File: src/rtl/status_lamp_pkg.sv
// Purpose: constants and carrier types for the front-panel lamp controller
// Assumes: 40 MHz clock, synchronous active-high reset standing for power-on
// Notes:
// Operation
// - ports with no antenna sensed at power-on stay disabled until the next power-on
// - running lamp goes steady on when self-test completes, about five seconds
// - short flash: 500 ms period, 250 ms on then 250 ms off
// - long flash: 3000 ms period, 1500 ms on then 1500 ms off
// - halting system error holds red error lamp on with running lamp off
// - settings error flashes error lamp with short pattern
// - waiting for network flashes error lamp with long pattern
// - normal completion lights green result lamp 50 ms, cut by failure lamp
// - abnormal completion lights red failure lamp 50 ms, cut by success lamp
// - each enabled port lamp lit while communication runs through that port, once self-test completes
// - antenna sensed after power-on gives that port lamp one 50 ms pulse
// - each input lamp lit exactly while its digital input is active
// - each output lamp lit exactly while its digital output is driven active
package status_lamp_pkg;

  localparam int unsigned CLK_HZ          = 40_000_000;
  localparam int unsigned TICK_US         = 1000;
  // one millisecond enable tick
  localparam int unsigned TICK_CYCLES     = CLK_HZ / 1_000_000 * TICK_US;
  localparam int unsigned SHORT_HALF_MS   = 250;
  localparam int unsigned LONG_HALF_MS    = 1500;
  localparam int unsigned RESULT_MS       = 50;
  localparam int unsigned PULSE_MS        = 50;
  localparam int unsigned SELFTEST_MS     = 5000;
  localparam int unsigned NUM_PORTS       = 4;
  localparam logic [15:0] TICK_RESET      = 16'h0000;
  localparam logic [12:0] MS_RESET        = 13'h0000;

  typedef enum logic [1:0]
  {
    RUN_SELFTEST = 2'b00,
    RUN_READY    = 2'b01
  } run_state_t;

  typedef struct packed
  {
    logic       booting;
    logic       safeMode;
    logic       sysError;
    logic       setError;
    logic       netWait;
    logic       cmdOk;
    logic       cmdFail;
  } sys_status_t;

  typedef struct packed
  {
    logic [3:0] portSense;
    logic [3:0] portBusy;
    logic [3:0] digIn;
    logic [3:0] digOut;
  } port_status_t;

  typedef struct packed
  {
    logic       supplyIndicator;
    logic       runIndicator;
    logic       errorIndicator;
    logic       normalIndicator;
    logic       failureIndicator;
    logic [3:0] portActivityIndicator;
    logic [3:0] inputIndicator;
    logic [3:0] outputIndicator;
  } lamps_t;

endpackage

File: src/rtl/reader_status_led_control.sv
// Purpose: drives reader front-panel lamps and antenna port enables
// Assumes: status inputs come from the reader controller on the same clock, except
//          antenna sense and digital levels, which are pins and are synchronised
// Notes: reset is treated as power-on; port enables are frozen at the end of self-test
`timescale 1ns/100ps

module reader_status_led_control
  import status_lamp_pkg::*;
(
  // clock and reset
  input  wire logic         clock,
  input  wire logic         rst,
  // controller state
  input  wire sys_status_t  sysStatus,
  input  wire logic [3:0]   portBusy,
  // pins
  input  wire logic [3:0]   portSense,
  input  wire logic [3:0]   digIn,
  input  wire logic [3:0]   digOut,
  // lamps and port enables
  output lamps_t            lamps,
  output logic [3:0]        portEnable,
  output logic              ready
);

  function automatic logic [12:0] countDown(input logic [12:0] v, input logic tick);
    countDown = (tick && v != 13'h0000) ? v - 13'h0001 : v;
  endfunction

  // pin synchronisers
  logic [3:0] senseS1_q, senseS2_q, inS1_q, inS2_q, outS1_q, outS2_q;
  always_ff @(posedge clock)
  begin
    senseS1_q <= portSense;
    senseS2_q <= senseS1_q;
    inS1_q    <= digIn;
    inS2_q    <= inS1_q;
    outS1_q   <= digOut;
    outS2_q   <= outS1_q;
  end

  // millisecond tick and flash generators
  logic [15:0] tick_q, tick_d;
  logic        msTick_q, msTick_d;
  logic [12:0] shortCnt_q, shortCnt_d, longCnt_q, longCnt_d;
  logic        shortPh_q, shortPh_d, longPh_q, longPh_d;

  always_comb
  begin
    tick_d     = tick_q + 16'h0001;
    msTick_d   = 1'b0;
    shortCnt_d = shortCnt_q;
    longCnt_d  = longCnt_q;
    shortPh_d  = shortPh_q;
    longPh_d   = longPh_q;
    if (tick_q == 16'(TICK_CYCLES - 1))
    begin
      tick_d   = TICK_RESET;
      msTick_d = 1'b1;
    end
    if (msTick_q)
    begin
      if (shortCnt_q == 13'(SHORT_HALF_MS - 1))
      begin
        shortCnt_d = MS_RESET;
        shortPh_d  = ~shortPh_q;
      end
      else
        shortCnt_d = shortCnt_q + 13'h0001;
      if (longCnt_q == 13'(LONG_HALF_MS - 1))
      begin
        longCnt_d = MS_RESET;
        longPh_d  = ~longPh_q;
      end
      else
        longCnt_d = longCnt_q + 13'h0001;
    end
  end

  always_ff @(posedge clock)
  begin
    if (rst)
    begin
      tick_q     <= TICK_RESET;
      msTick_q   <= 1'b0;
      shortCnt_q <= MS_RESET;
      longCnt_q  <= MS_RESET;
      shortPh_q  <= 1'b1;
      longPh_q   <= 1'b1;
    end
    else
    begin
      tick_q     <= tick_d;
      msTick_q   <= msTick_d;
      shortCnt_q <= shortCnt_d;
      longCnt_q  <= longCnt_d;
      shortPh_q  <= shortPh_d;
      longPh_q   <= longPh_d;
    end
  end

  // self-test, port enables and sense pulses
  run_state_t  run_q, run_d;
  logic [12:0] testCnt_q, testCnt_d;
  logic [3:0]  enable_q, enable_d, senseOld_q, senseOld_d;
  logic [12:0] pulseCnt_q [NUM_PORTS];
  logic [12:0] pulseCnt_d [NUM_PORTS];

  always_comb
  begin
    run_d      = run_q;
    testCnt_d  = testCnt_q;
    enable_d   = enable_q;
    senseOld_d = senseS2_q;
    for (int i = 0; i < NUM_PORTS; i++)
      pulseCnt_d[i] = countDown(pulseCnt_q[i], msTick_q);
    unique case (run_q)
      RUN_SELFTEST:
      begin
        testCnt_d = countDown(testCnt_q, msTick_q);
        enable_d  = senseS2_q;
        if (testCnt_q == 13'h0000)
          run_d = RUN_READY;
      end
      RUN_READY:
      begin
        for (int i = 0; i < NUM_PORTS; i++)
          if (senseS2_q[i] && !senseOld_q[i])
            pulseCnt_d[i] = 13'(PULSE_MS);
      end
    endcase
  end

  always_ff @(posedge clock)
  begin
    if (rst)
    begin
      run_q      <= RUN_SELFTEST;
      testCnt_q  <= 13'(SELFTEST_MS);
      enable_q   <= 4'h0;
      senseOld_q <= 4'h0;
      for (int i = 0; i < NUM_PORTS; i++)
        pulseCnt_q[i] <= MS_RESET;
    end
    else
    begin
      run_q      <= run_d;
      testCnt_q  <= testCnt_d;
      enable_q   <= enable_d;
      senseOld_q <= senseOld_d;
      for (int i = 0; i < NUM_PORTS; i++)
        pulseCnt_q[i] <= pulseCnt_d[i];
    end
  end

  // communication result lamps
  logic [12:0] okCnt_q, okCnt_d, failCnt_q, failCnt_d;

  always_comb
  begin
    okCnt_d   = countDown(okCnt_q, msTick_q);
    failCnt_d = countDown(failCnt_q, msTick_q);
    // the newer result wins; a fresh result cuts the other lamp short
    if (sysStatus.cmdFail)
    begin
      failCnt_d = 13'(RESULT_MS);
      okCnt_d   = MS_RESET;
    end
    else if (sysStatus.cmdOk)
    begin
      okCnt_d   = 13'(RESULT_MS);
      failCnt_d = MS_RESET;
    end
  end

  always_ff @(posedge clock)
  begin
    if (rst)
    begin
      okCnt_q   <= MS_RESET;
      failCnt_q <= MS_RESET;
    end
    else
    begin
      okCnt_q   <= okCnt_d;
      failCnt_q <= failCnt_d;
    end
  end

  // lamp outputs, all registered
  lamps_t lamps_d;
  logic [3:0] pulseOn;
  logic [3:0] liveEnable;

  always_comb
  begin
    // no port counts as enabled until self-test has frozen the enables
    liveEnable = (run_q == RUN_READY) ? enable_q : 4'h0;
    for (int i = 0; i < NUM_PORTS; i++)
      pulseOn[i] = pulseCnt_q[i] != 13'h0000;
    lamps_d.supplyIndicator = 1'b1;
    if (sysStatus.sysError)
      lamps_d.runIndicator = 1'b0;
    else if (sysStatus.booting || run_q == RUN_SELFTEST)
      lamps_d.runIndicator = shortPh_q;
    else if (sysStatus.safeMode)
      lamps_d.runIndicator = longPh_q;
    else
      lamps_d.runIndicator = 1'b1;
    if (sysStatus.sysError)
      lamps_d.errorIndicator = 1'b1;
    else if (sysStatus.setError)
      lamps_d.errorIndicator = shortPh_q;
    else if (sysStatus.netWait)
      lamps_d.errorIndicator = longPh_q;
    else
      lamps_d.errorIndicator = 1'b0;
    lamps_d.normalIndicator       = okCnt_q != 13'h0000;
    lamps_d.failureIndicator      = failCnt_q != 13'h0000;
    lamps_d.portActivityIndicator = (portBusy & liveEnable) | pulseOn;
    lamps_d.inputIndicator        = inS2_q;
    lamps_d.outputIndicator       = outS2_q;
  end

  always_ff @(posedge clock)
  begin
    if (rst)
    begin
      lamps      <= '0;
      portEnable <= 4'h0;
      ready      <= 1'b0;
    end
    else
    begin
      lamps      <= lamps_d;
      portEnable <= (run_q == RUN_READY) ? enable_q : 4'h0;
      ready      <= run_q == RUN_READY;
    end
  end

endmodule

File: config.mk
export PLATFORM = sky130hd
export DESIGN_NAME = reader_status_led_control
export DESIGN_NICKNAME = d
export VERILOG_FILES = /design/src/rtl/status_lamp_pkg.sv /design/src/rtl/reader_status_led_control.sv
export SDC_FILE = /design/constraint.sdc
export NUM_CORES = 1
export LEC_CHECK = 0
export CAP_MARGIN = 15
export CORE_ASPECT_RATIO = 0.7
export CORE_MARGIN = 2
export CORE_UTILIZATION = 57
export DETAILED_ROUTE_END_ITERATION = 16
export DONT_BUFFER_PORTS = 1
export PLACE_DENSITY = 0.74
export SYNTH_ARGS = -nofsm -noshare
export SYNTH_HDL_FRONTEND = slang
export SYNTH_SLANG_ARGS = --single-unit
File: constraint.sdc
create_clock -name clock -period 2.12 [get_ports clock]
set_input_delay 0.212 -clock clock [delete_from_list [all_inputs] [get_ports clock]]
set_output_delay 0.212 -clock clock [all_outputs]
set_load 0.05 [all_outputs]
-- After elaboration in Yosys (flattened, before gate mapping)
Memory sizes are Yosys's and may differ from the RTL's.
Index checks and enable logic that the tools add are counted.
- output and inout port bits: 22
- input bits: 25
- logic and storage cells: 119
- memories kept: 1
- memory bits (writable): 52
- register bits: 139
- memories (memory ; words ; bits a word ; rd ports ; clocked after Yosys merged registers in ; write ports ; line ; text):
    pulseCnt_q ; 4 ; 13 ; 4 ; 0 ; 4 ; reader_status_led_control.sv:106 ; logic [12:0] pulseCnt_q [NUM_PORTS];
- bitwise operators: 8
- multiplexer cells: 32
- add/subtract/negate cells: 10
- reduce and logical (&&, ||, !) cells: 35
- eq/ne operators: 3
- operator list (cell ; count):
    $mux 13 ; 14
    $reduce_bool 13->1 ; 7
    $sub 13x1->13 const B ; 7
    $mux 52 ; 1
    $mux 6 ; 5
    $add 13x1->13 const B ; 2
    $mux 17 ; 1
    $add 16x1->16 const B ; 1
    $eq 16x16->1 const B ; 1
    $eq 13x11->1 const B ; 1
    $eq 13x8->1 const B ; 1
    $logic_not 13->1 ; 1
    $logic_and 1x1->1 ; 11
    $mux 1 ; 10
    $reduce_and 2->1 ; 4
    $reduce_or 2->1 ; 3
    $and 4x4->4 ; 1
    $logic_not 1->1 ; 4
    $mux 4 ; 1
    $or 1x1->1 ; 4
    $or 4x4->4 ; 1
    $reduce_bool 3->1 ; 1
    $reduce_or 3->1 ; 1
    $logic_not 2->1 ; 1
    3 further kinds ; 4

-- Logic depth before layout (Yosys ltp)
Gate-level depths: netlist (run 1).
An unclocked memory read counts as a cell.
- depth in word-level cells: 7
- gate-level depth with buffers: 7

-- Worst setup path after synthesis (run 1)
Ideal clock, no wire load.
- path type: register to register
- from: register okCnt_q[0]
- to: register okCnt_q[4]
- setup slack: 0.054 ns
- arrival time: 1.947 ns
- cell stages (with the launch flop): 7
- path buffers: 0
- clock period less this slack: 2.066 ns
- path through: dfxtp_1 > inv_1 > ha_1 > or4b_2 > o41ai_2 > nor3_1 > o31a_1
- cells in the longest elaborated chain, start to end: 3
- elaborated cells on any way between the ends: 6
- classes of those cells: 1 x add/sub; 2 x mux; 3 x reduce/logical
- ends and longest elaborated chain (item ; line ; text):
    start: declaration ; reader_status_led_control.sv:157 ; logic [12:0] okCnt_q, okCnt_d, failCnt_q, failCnt_d;
    start signal: assignment ; reader_status_led_control.sv:185 ; okCnt_q <= okCnt_d;
    $sub 13x1->13 / $reduce_bool 13->1 (equally long branches) ; reader_status_led_control.sv:27 ; countDown = (tick && v != 13'h0000) ? v - 13'h0001 : v;
    $mux 6 / $logic_and 1x1->1 (equally long branches) ; reader_status_led_control.sv:27 ;
    $mux 6 / $reduce_bool 2->1 (equally long branches) ; -- ;
Several ways; a longest one is shown, not always the timed one. The select of a mux whose other input is x is not followed.
A chain may end at the register's enable or synchronous reset.

==> results of run 1 <==
worst max-delay path: cells and delay by family, from the launching register on:
family | cells | cell delay [ns]
flops | 1 | 0.38
simple gates | 3 | 1.39
mux | 1 | 0.23
registers in the layout, summed over array words and instances, names as in the netlist, 4 cells and up:
register    cells
tick_q         16
failCnt_q      13
portEnable      4
inS1_q          4
outS2_q         4
senseS1_q       4
outS1_q         4
senseOld_q      4
inS2_q          4
pulseCnt_q     52
lamps          17
longCnt_q      13
senseOld_d      4
shortCnt_q     13
enable_q        4
testCnt_q      13
okCnt_q        13
layer usage:
layer | GRT usage [%] | vias to the layer above
met4 | 7.761 | 0
met3 | 6.157 | 22
met5 | 0 | -
li1 | - | 3434
met1 | 33.43 | 3369
met2 | 38.74 | 226
placed cells by master, fill, tap and decap left out, types with 4 or more instances in the layout:
cell,count
nand2_1,59
inv_1,27
and3_1,10
or4_1,27
mux2i_1,18
nand3b_1,12
or3_1,46
o21ai_0,22
dlygate4sd3_1,21
clkbuf_16,17
inv_6,5
a211o_1,8
xor2_1,16
xnor2_1,23
nor2_1,83
nor2b_1,18
nand3_1,19
nor4_1,16
o31ai_1,15
o211ai_1,4
a21oi_1,60
nand4_1,36
and2_1,6
and4_1,4
buf_4,39
dfxtp_1,188
or4_4,4
nor3_1,32
nor4b_1,7
ha_1,15
nand2b_1,7
and3b_1,5
or2_2,11
or4b_4,4
worst paths after layout:
kind                start                 to  slack (ns)  cells past startpoint
max              msTick_q  pulseCnt_q[3][11]        0.05                      4
min          sysStatus[6]          lamps[15]        0.01                      2
max reg2reg      msTick_q  pulseCnt_q[3][11]        0.05                      4
min reg2reg    outS1_q[1]         outS2_q[1]        0.33                      0
kinds of logic (layout without fill, tap and decap cells):
logic type | Yosys count | in the layout | share of synthesized area, %
DFF | 191 | 191 | 46.44
muxes | 20 | 20 | 2.462
and+or+nand+nor | 429 | 429 | 29.83
adders and majority gates | 15 | 15 | 2.279
xor gates and xnor gates | 39 | 39 | 4.148
AOI/OAI and AO/OA | 150 | 150 | 12.19
buffers and inverters | 57 | 123 | 2.659
per-stage QoR:
| step | power (mW) | TNS, ns | setup WS (ns) | instances | hold WS [ns] |
|---|---|---|---|---|---|
| floorplan | 3.933 | 0 | 0.05373 | 901 | 0.2397 |
| global placement | 3.961 | 0 | 0.1185 | 1098 | 0.2398 |
| detailed placement | 3.971 | 0 | 0.01942 | 1098 | 0.2398 |
| CTS | 7.203 | 0 | 0.006870 | 1152 | 0.003226 |
| global route | 7.385 | -0.04987 | -0.04437 | 1157 | 0.01191 |
| finish | 7.144 | 0 | 0.04694 | 1157 | 0.01346 |
area by class of cell:
cell class | count | area [µm²]
multi-input cells | 653 | 4280
inverters | 28 | 105.1
fillers | 1057 | 4395
clock buffers | 17 | 425.4
well taps | 190 | 237.7
repair buffers | 63 | 561.8
clock inverters | 15 | 175.2
flip-flops and latches | 191 | 3827
where the power goes:
group          switching (mW)  internal (mW)
Clock                    1.50           1.68
Combinational           0.131         0.0995
Sequential             0.0816           3.64
timing repair:
action,4_1_cts,5_1_grt
gates resized for setup,0,19
hold buffers,22,0
setup endpoints to repair,0,15
endpoints found under the hold margin,76,0
setup buffers,0,4
==> impl_results.md, run 1 <==
* Tightest Pin Transition at 0.5974 ns
* FF+latch count, synth at 191
* Static leakage at 3.607 nW
* Largest net degree at the start of global routing at 64
* Clock Latency Late Sink at 0.44 ns
* Min Tclk post-route at 2.073 ns
* Cell Rows at 36
* Die ar. at 15440 µm²
* Predominant post-synthesis flop cell: dfxtp_1
* Most instantiated cells after synthesis: dfxtp_1, nor2_1, a21oi_1, nand2_1, or3_1
* Util after Layout at 68.62%
* Share of layout cells above drive strength 1 at 12.31%
* Netlist Area Pre-Place at 8234 µm²
* Finished Cell Area at 9613 µm²
* GP Congestion at 0.9124
* Max-cap violations at 0
* N_diodes at 0
* Yosys warns at 0
* Distinct cells, synth at 67
* Number of enable flip-flop cells after synthesis at 0
* Nets@finish at 994
* Vias in the first global route at 6567
* Most common cell in the netlist: dfxtp_1
* Clk buf depth at 2
* Highest Signal Layer: met4
* Average wire per standard cell at 16.18 µm
* Vias post-DR at 7051
* CTS tree: yes
* Slowest CP cell: or4b_4
* Min-Delay Path Class: in2reg
* Routed vias/inst at 6.094
* Final HPWL DP at 12490 µm
* Worst path required time at 2.48 ns
* Initial antenna violation count at 0
* Placed Area at 8641 µm²
* Period utilisation layout at 97.79%
* Routed met1 length at 8757 µm
* Gr usage total at 24.64%
* Routed wl met2 at 8635 µm
* Starting Density at 58.78%
* Worst Skew at 0.007061 ns
* Post-Route WL at 18730 µm
* Gr ovfl total at 0
* ANT nets after route at 0
* Max-slew violations at 0
* CTS Sinks at 191
* Post-synth top area share at 46.44%
* Setup violators final at 0
* Cells after Synth at 901
* First-pass GRT wire length at 31060 µm
* CTS buffer count at 17
* Root cell of the clock tree: clkbuf_16
* IO Count at 47
* CP endpoint kind: flop
* Synthesized Nets at 941
* Fin. Hold Viols at 0
* Iter 0 DRT Violations at 474
* Post-synthesis sequential area ratio at 46.44%
* Ys async rst share at 0%
* Met3 WL at 1082 µm
* Fmax at 482.4 MHz
* Crit path launch type: flop
* Top cell type by total area after synthesis: dfxtp_1
* RSZ-0062 raised after global routing: yes
* DRC violations left at 0
* Die Y at 104.6 µm
* Worst path arrival time at 2.44 ns
* Syn_area_per_cell at 9.139 µm²
* Peak VDD IR at 0.6643 mV
* CP peak stage delay at 0.54 ns
* WS Path Type: reg2reg
* Worst Path Max Fanout at 4
* Die width at 147.7 µm
* Pwr Density at 743.2 nW/µm²
* Status: complete, no violations
* Max-slew headroom at 59.81%
* Synth top area cells: dfxtp_1, nor2_1, a21oi_1
* CORE AREA at 14010 µm²
* 1st-pass router iterations at 5
* CP Cell Sequence: or4b_1, or4b_4, nor4_2, mux2i_1
* CTS clk-pin slew, worst paths at 0.07 ns
* H-tree lvl count at 4
* Number of I/O port buffers at 0
* Layout Area Growth over Synthesis at 16.75%
Note: power is estimated with default switching activity, not from simulation.
==> run 2, diff against run 1 <==
--- a/config.mk
+++ b/config.mk
@@ -8,10 +8,11 @@
 export CAP_MARGIN = 15
 export CORE_ASPECT_RATIO = 0.7
 export CORE_MARGIN = 2
-export CORE_UTILIZATION = 57
+export CORE_UTILIZATION = 59
+export CTS_BUF_LIST = sky130_fd_sc_hd__clkbuf_8
 export DETAILED_ROUTE_END_ITERATION = 16
 export DONT_BUFFER_PORTS = 1
-export PLACE_DENSITY = 0.74
+export PLACE_DENSITY = 0.77
 export SYNTH_ARGS = -nofsm -noshare
 export SYNTH_HDL_FRONTEND = slang
 export SYNTH_SLANG_ARGS = --single-unit
==> run 2 against run 1 <==
  * Cell count is 0.35% higher
  * Combinational power is 3% higher
  * Clock power shrank 17%
  * Critical endpoint is now failCnt_q[1]
  * Largest power group unchanged
  * Highest routed layer unchanged
==> impl_results.md, run 2 (synthesized netlist as in run 1, its figures left out) <==
* Vias in the first global route at 5876
* Root cell of the clock tree: clkbuf_8
* Average wire per standard cell at 14.85 µm
* CORE AREA at 13780 µm²
* Fin. Hold Viols at 0
* Clock Latency Late Sink at 0.47 ns
* First-pass GRT wire length at 28320 µm
* CTS buffer count at 17
* Max-slew violations at 0
* Final HPWL DP at 11170 µm
* Starting Density at 59.74%
* Tightest Pin Transition at 0.6083 ns
* Nets@finish at 998
* Placed Area at 8671 µm²
* Status: complete, no violations
* Number of I/O port buffers at 0
* CP Cell Sequence: inv_1, ha_1, or4b_4, o41a_1, or4_1, o211ai_1
* Largest net degree at the start of global routing at 72
* Worst Path Buf+Inv at 1
* CTS Sinks at 191
* Die ar. at 14930 µm²
* Cell Rows at 36
* H-tree lvl count at 4
* Static leakage at 3.552 nW
* Peak VDD IR at 0.4477 mV
* Commonest non-fill, non-tap cell in the layout: dfxtp_1
* Layout Area Growth over Synthesis at 15.00%
* DRC violations left at 0
* Routed vias/inst at 5.765
* Worst setup margin at 0.09617 ns
* ANT nets after route at 0
* GP Congestion at 0.8418
* Iter 0 DRT Violations at 412
* Reg area at 3825 µm²
* Post-place setup slack at 0.06434 ns
* Area of the multi-input gates at 4260 µm²
* Crit path launch type: flop
* 1st-pass router iterations at 5
* Most frequent cells in the layout: dfxtp_1, nor2_1, a21oi_1
* Gr usage total at 23.05%
* Clk buf depth at 2
* Worst Path Max Fanout at 4
* WS Path Type: reg2reg
* Post-Route WL at 17240 µm
* Max-cap violations at 0
* Setup violators final at 0
* Initial antenna violation count at 0
* Die width at 145.2 µm
* Sum Neg Setup Slack at 0 ns
* CTS tree: yes
* Period utilisation layout at 95.46%
* Share of layout cells above drive strength 1 at 11.53%
* CP endpoint kind: flop
* Max reg flops at 52
* Worst Skew at 0.01247 ns
* Pwr Density at 699.1 nW/µm²
* Largest regs: pulseCnt_q x52, lamps x17, tick_q x16
* Gr ovfl total at 0
* Worst path required time at 2.51 ns
* Vias post-DR at 6693
* Worst path arrival time at 2.42 ns
* N_diodes at 0
* IO Count at 47
* Finished Cell Area at 9469 µm²
* Max-slew headroom at 59.14%
* Fmax at 494.1 MHz
* CTS clk-pin slew, worst paths at 0.10 ns
* CP peak stage delay at 0.48 ns
* Min-Delay Path Class: in2reg
* Min Tclk post-route at 2.024 ns
* Worst path top cell family by delay: simple AND/OR/NAND/NOR gates
* Fillers at 1073
* Slowest CP cell: or4b_4
* Most flop-heavy register: pulseCnt_q
* Die Y at 102.8 µm
==> run 2: changes by cell type in the layout (fill, tap and decap cells not counted), moves of 3 or more <==
cell / before / now
clkinv_8: 3 / 0
or4_1: 27 / 30
or4_4: 4 / 1
clkbuf_8: 0 / 18
clkbuf_16: 17 / 0
bufinv_16: 1 / 4
buf_4: 39 / 42
==> run 2: metal layers <==
| metal | global-route usage [%] | wire, µm |
|---|---|---|
| met1 | 32.39 | 8746 |
| met2 | 36.42 | 7621 |
| met3 | 5.487 | 709 |
| met4 | 5.430 | 163 |
| met5 | 0 | 0 |
==> run 2: final timing paths <==
check | from | endpoint | slack (ns) | depth (start not counted)
worst max-delay path | failCnt_q[1] | failCnt_q[1] | 0.1 | 6
worst min register to register | outS1_q[0] | outS2_q[0] | 0.33 | 0
worst max register to register | failCnt_q[1] | failCnt_q[1] | 0.1 | 6
worst min-delay path | rst | pulseCnt_q[1][12] | 0.02 | 2
==> run 2: timing repair <==
item	4_1_cts	5_1_grt
cloned	0	0
resized for setup	1	9
hold buffers	24	0
buffers inserted	0	3
endpoints found under the hold margin	81	0
pin swaps	0	1
endpoints found under the setup margin	1	11
==> run 2: worst register-to-register path, stage by stage (launching register included) <==
cell	delay [ns]
dfxtp_1	0.35
inv_1	0.10
ha_1	0.14
or4b_4	0.48
o41a_1	0.37
or4_1	0.42
o211ai_1	0.11
==> run 2: stage by stage <==
step	hold slack, ns	power, mW	std cells	util, %
floorplan	0.2397	3.933	901	-
global placement	0.2398	3.968	1102	62.91
detailed placement	0.2397	3.972	1102	62.91
CTS	0.0001568	6.665	1158	68.08
global route	0.02351	6.840	1161	68.70
finish	0.02089	6.620	1161	68.70
==> run 2: power by group <==
group / internal, mW / total, mW / leakage (nW) / switching, mW
clock network: 1.33 / 2.66 / 0.217 / 1.33
logic: 0.103 / 0.237 / 1.78 / 0.134
registers: 3.64 / 3.72 / 1.56 / 0.0797
total: 5.08 / 6.62 / 3.55 / 1.54
==> run 2: area by class of cell <==
type                       instances  share of cell area, %
tap                              190                  2.511
sequential                       191                  40.39
clock inverter                    14                  2.114
multi-input combinational        653                  44.99
timing repair buffer              67                  6.263
clock buffer                      18                  2.616
inverter                          28                  1.110
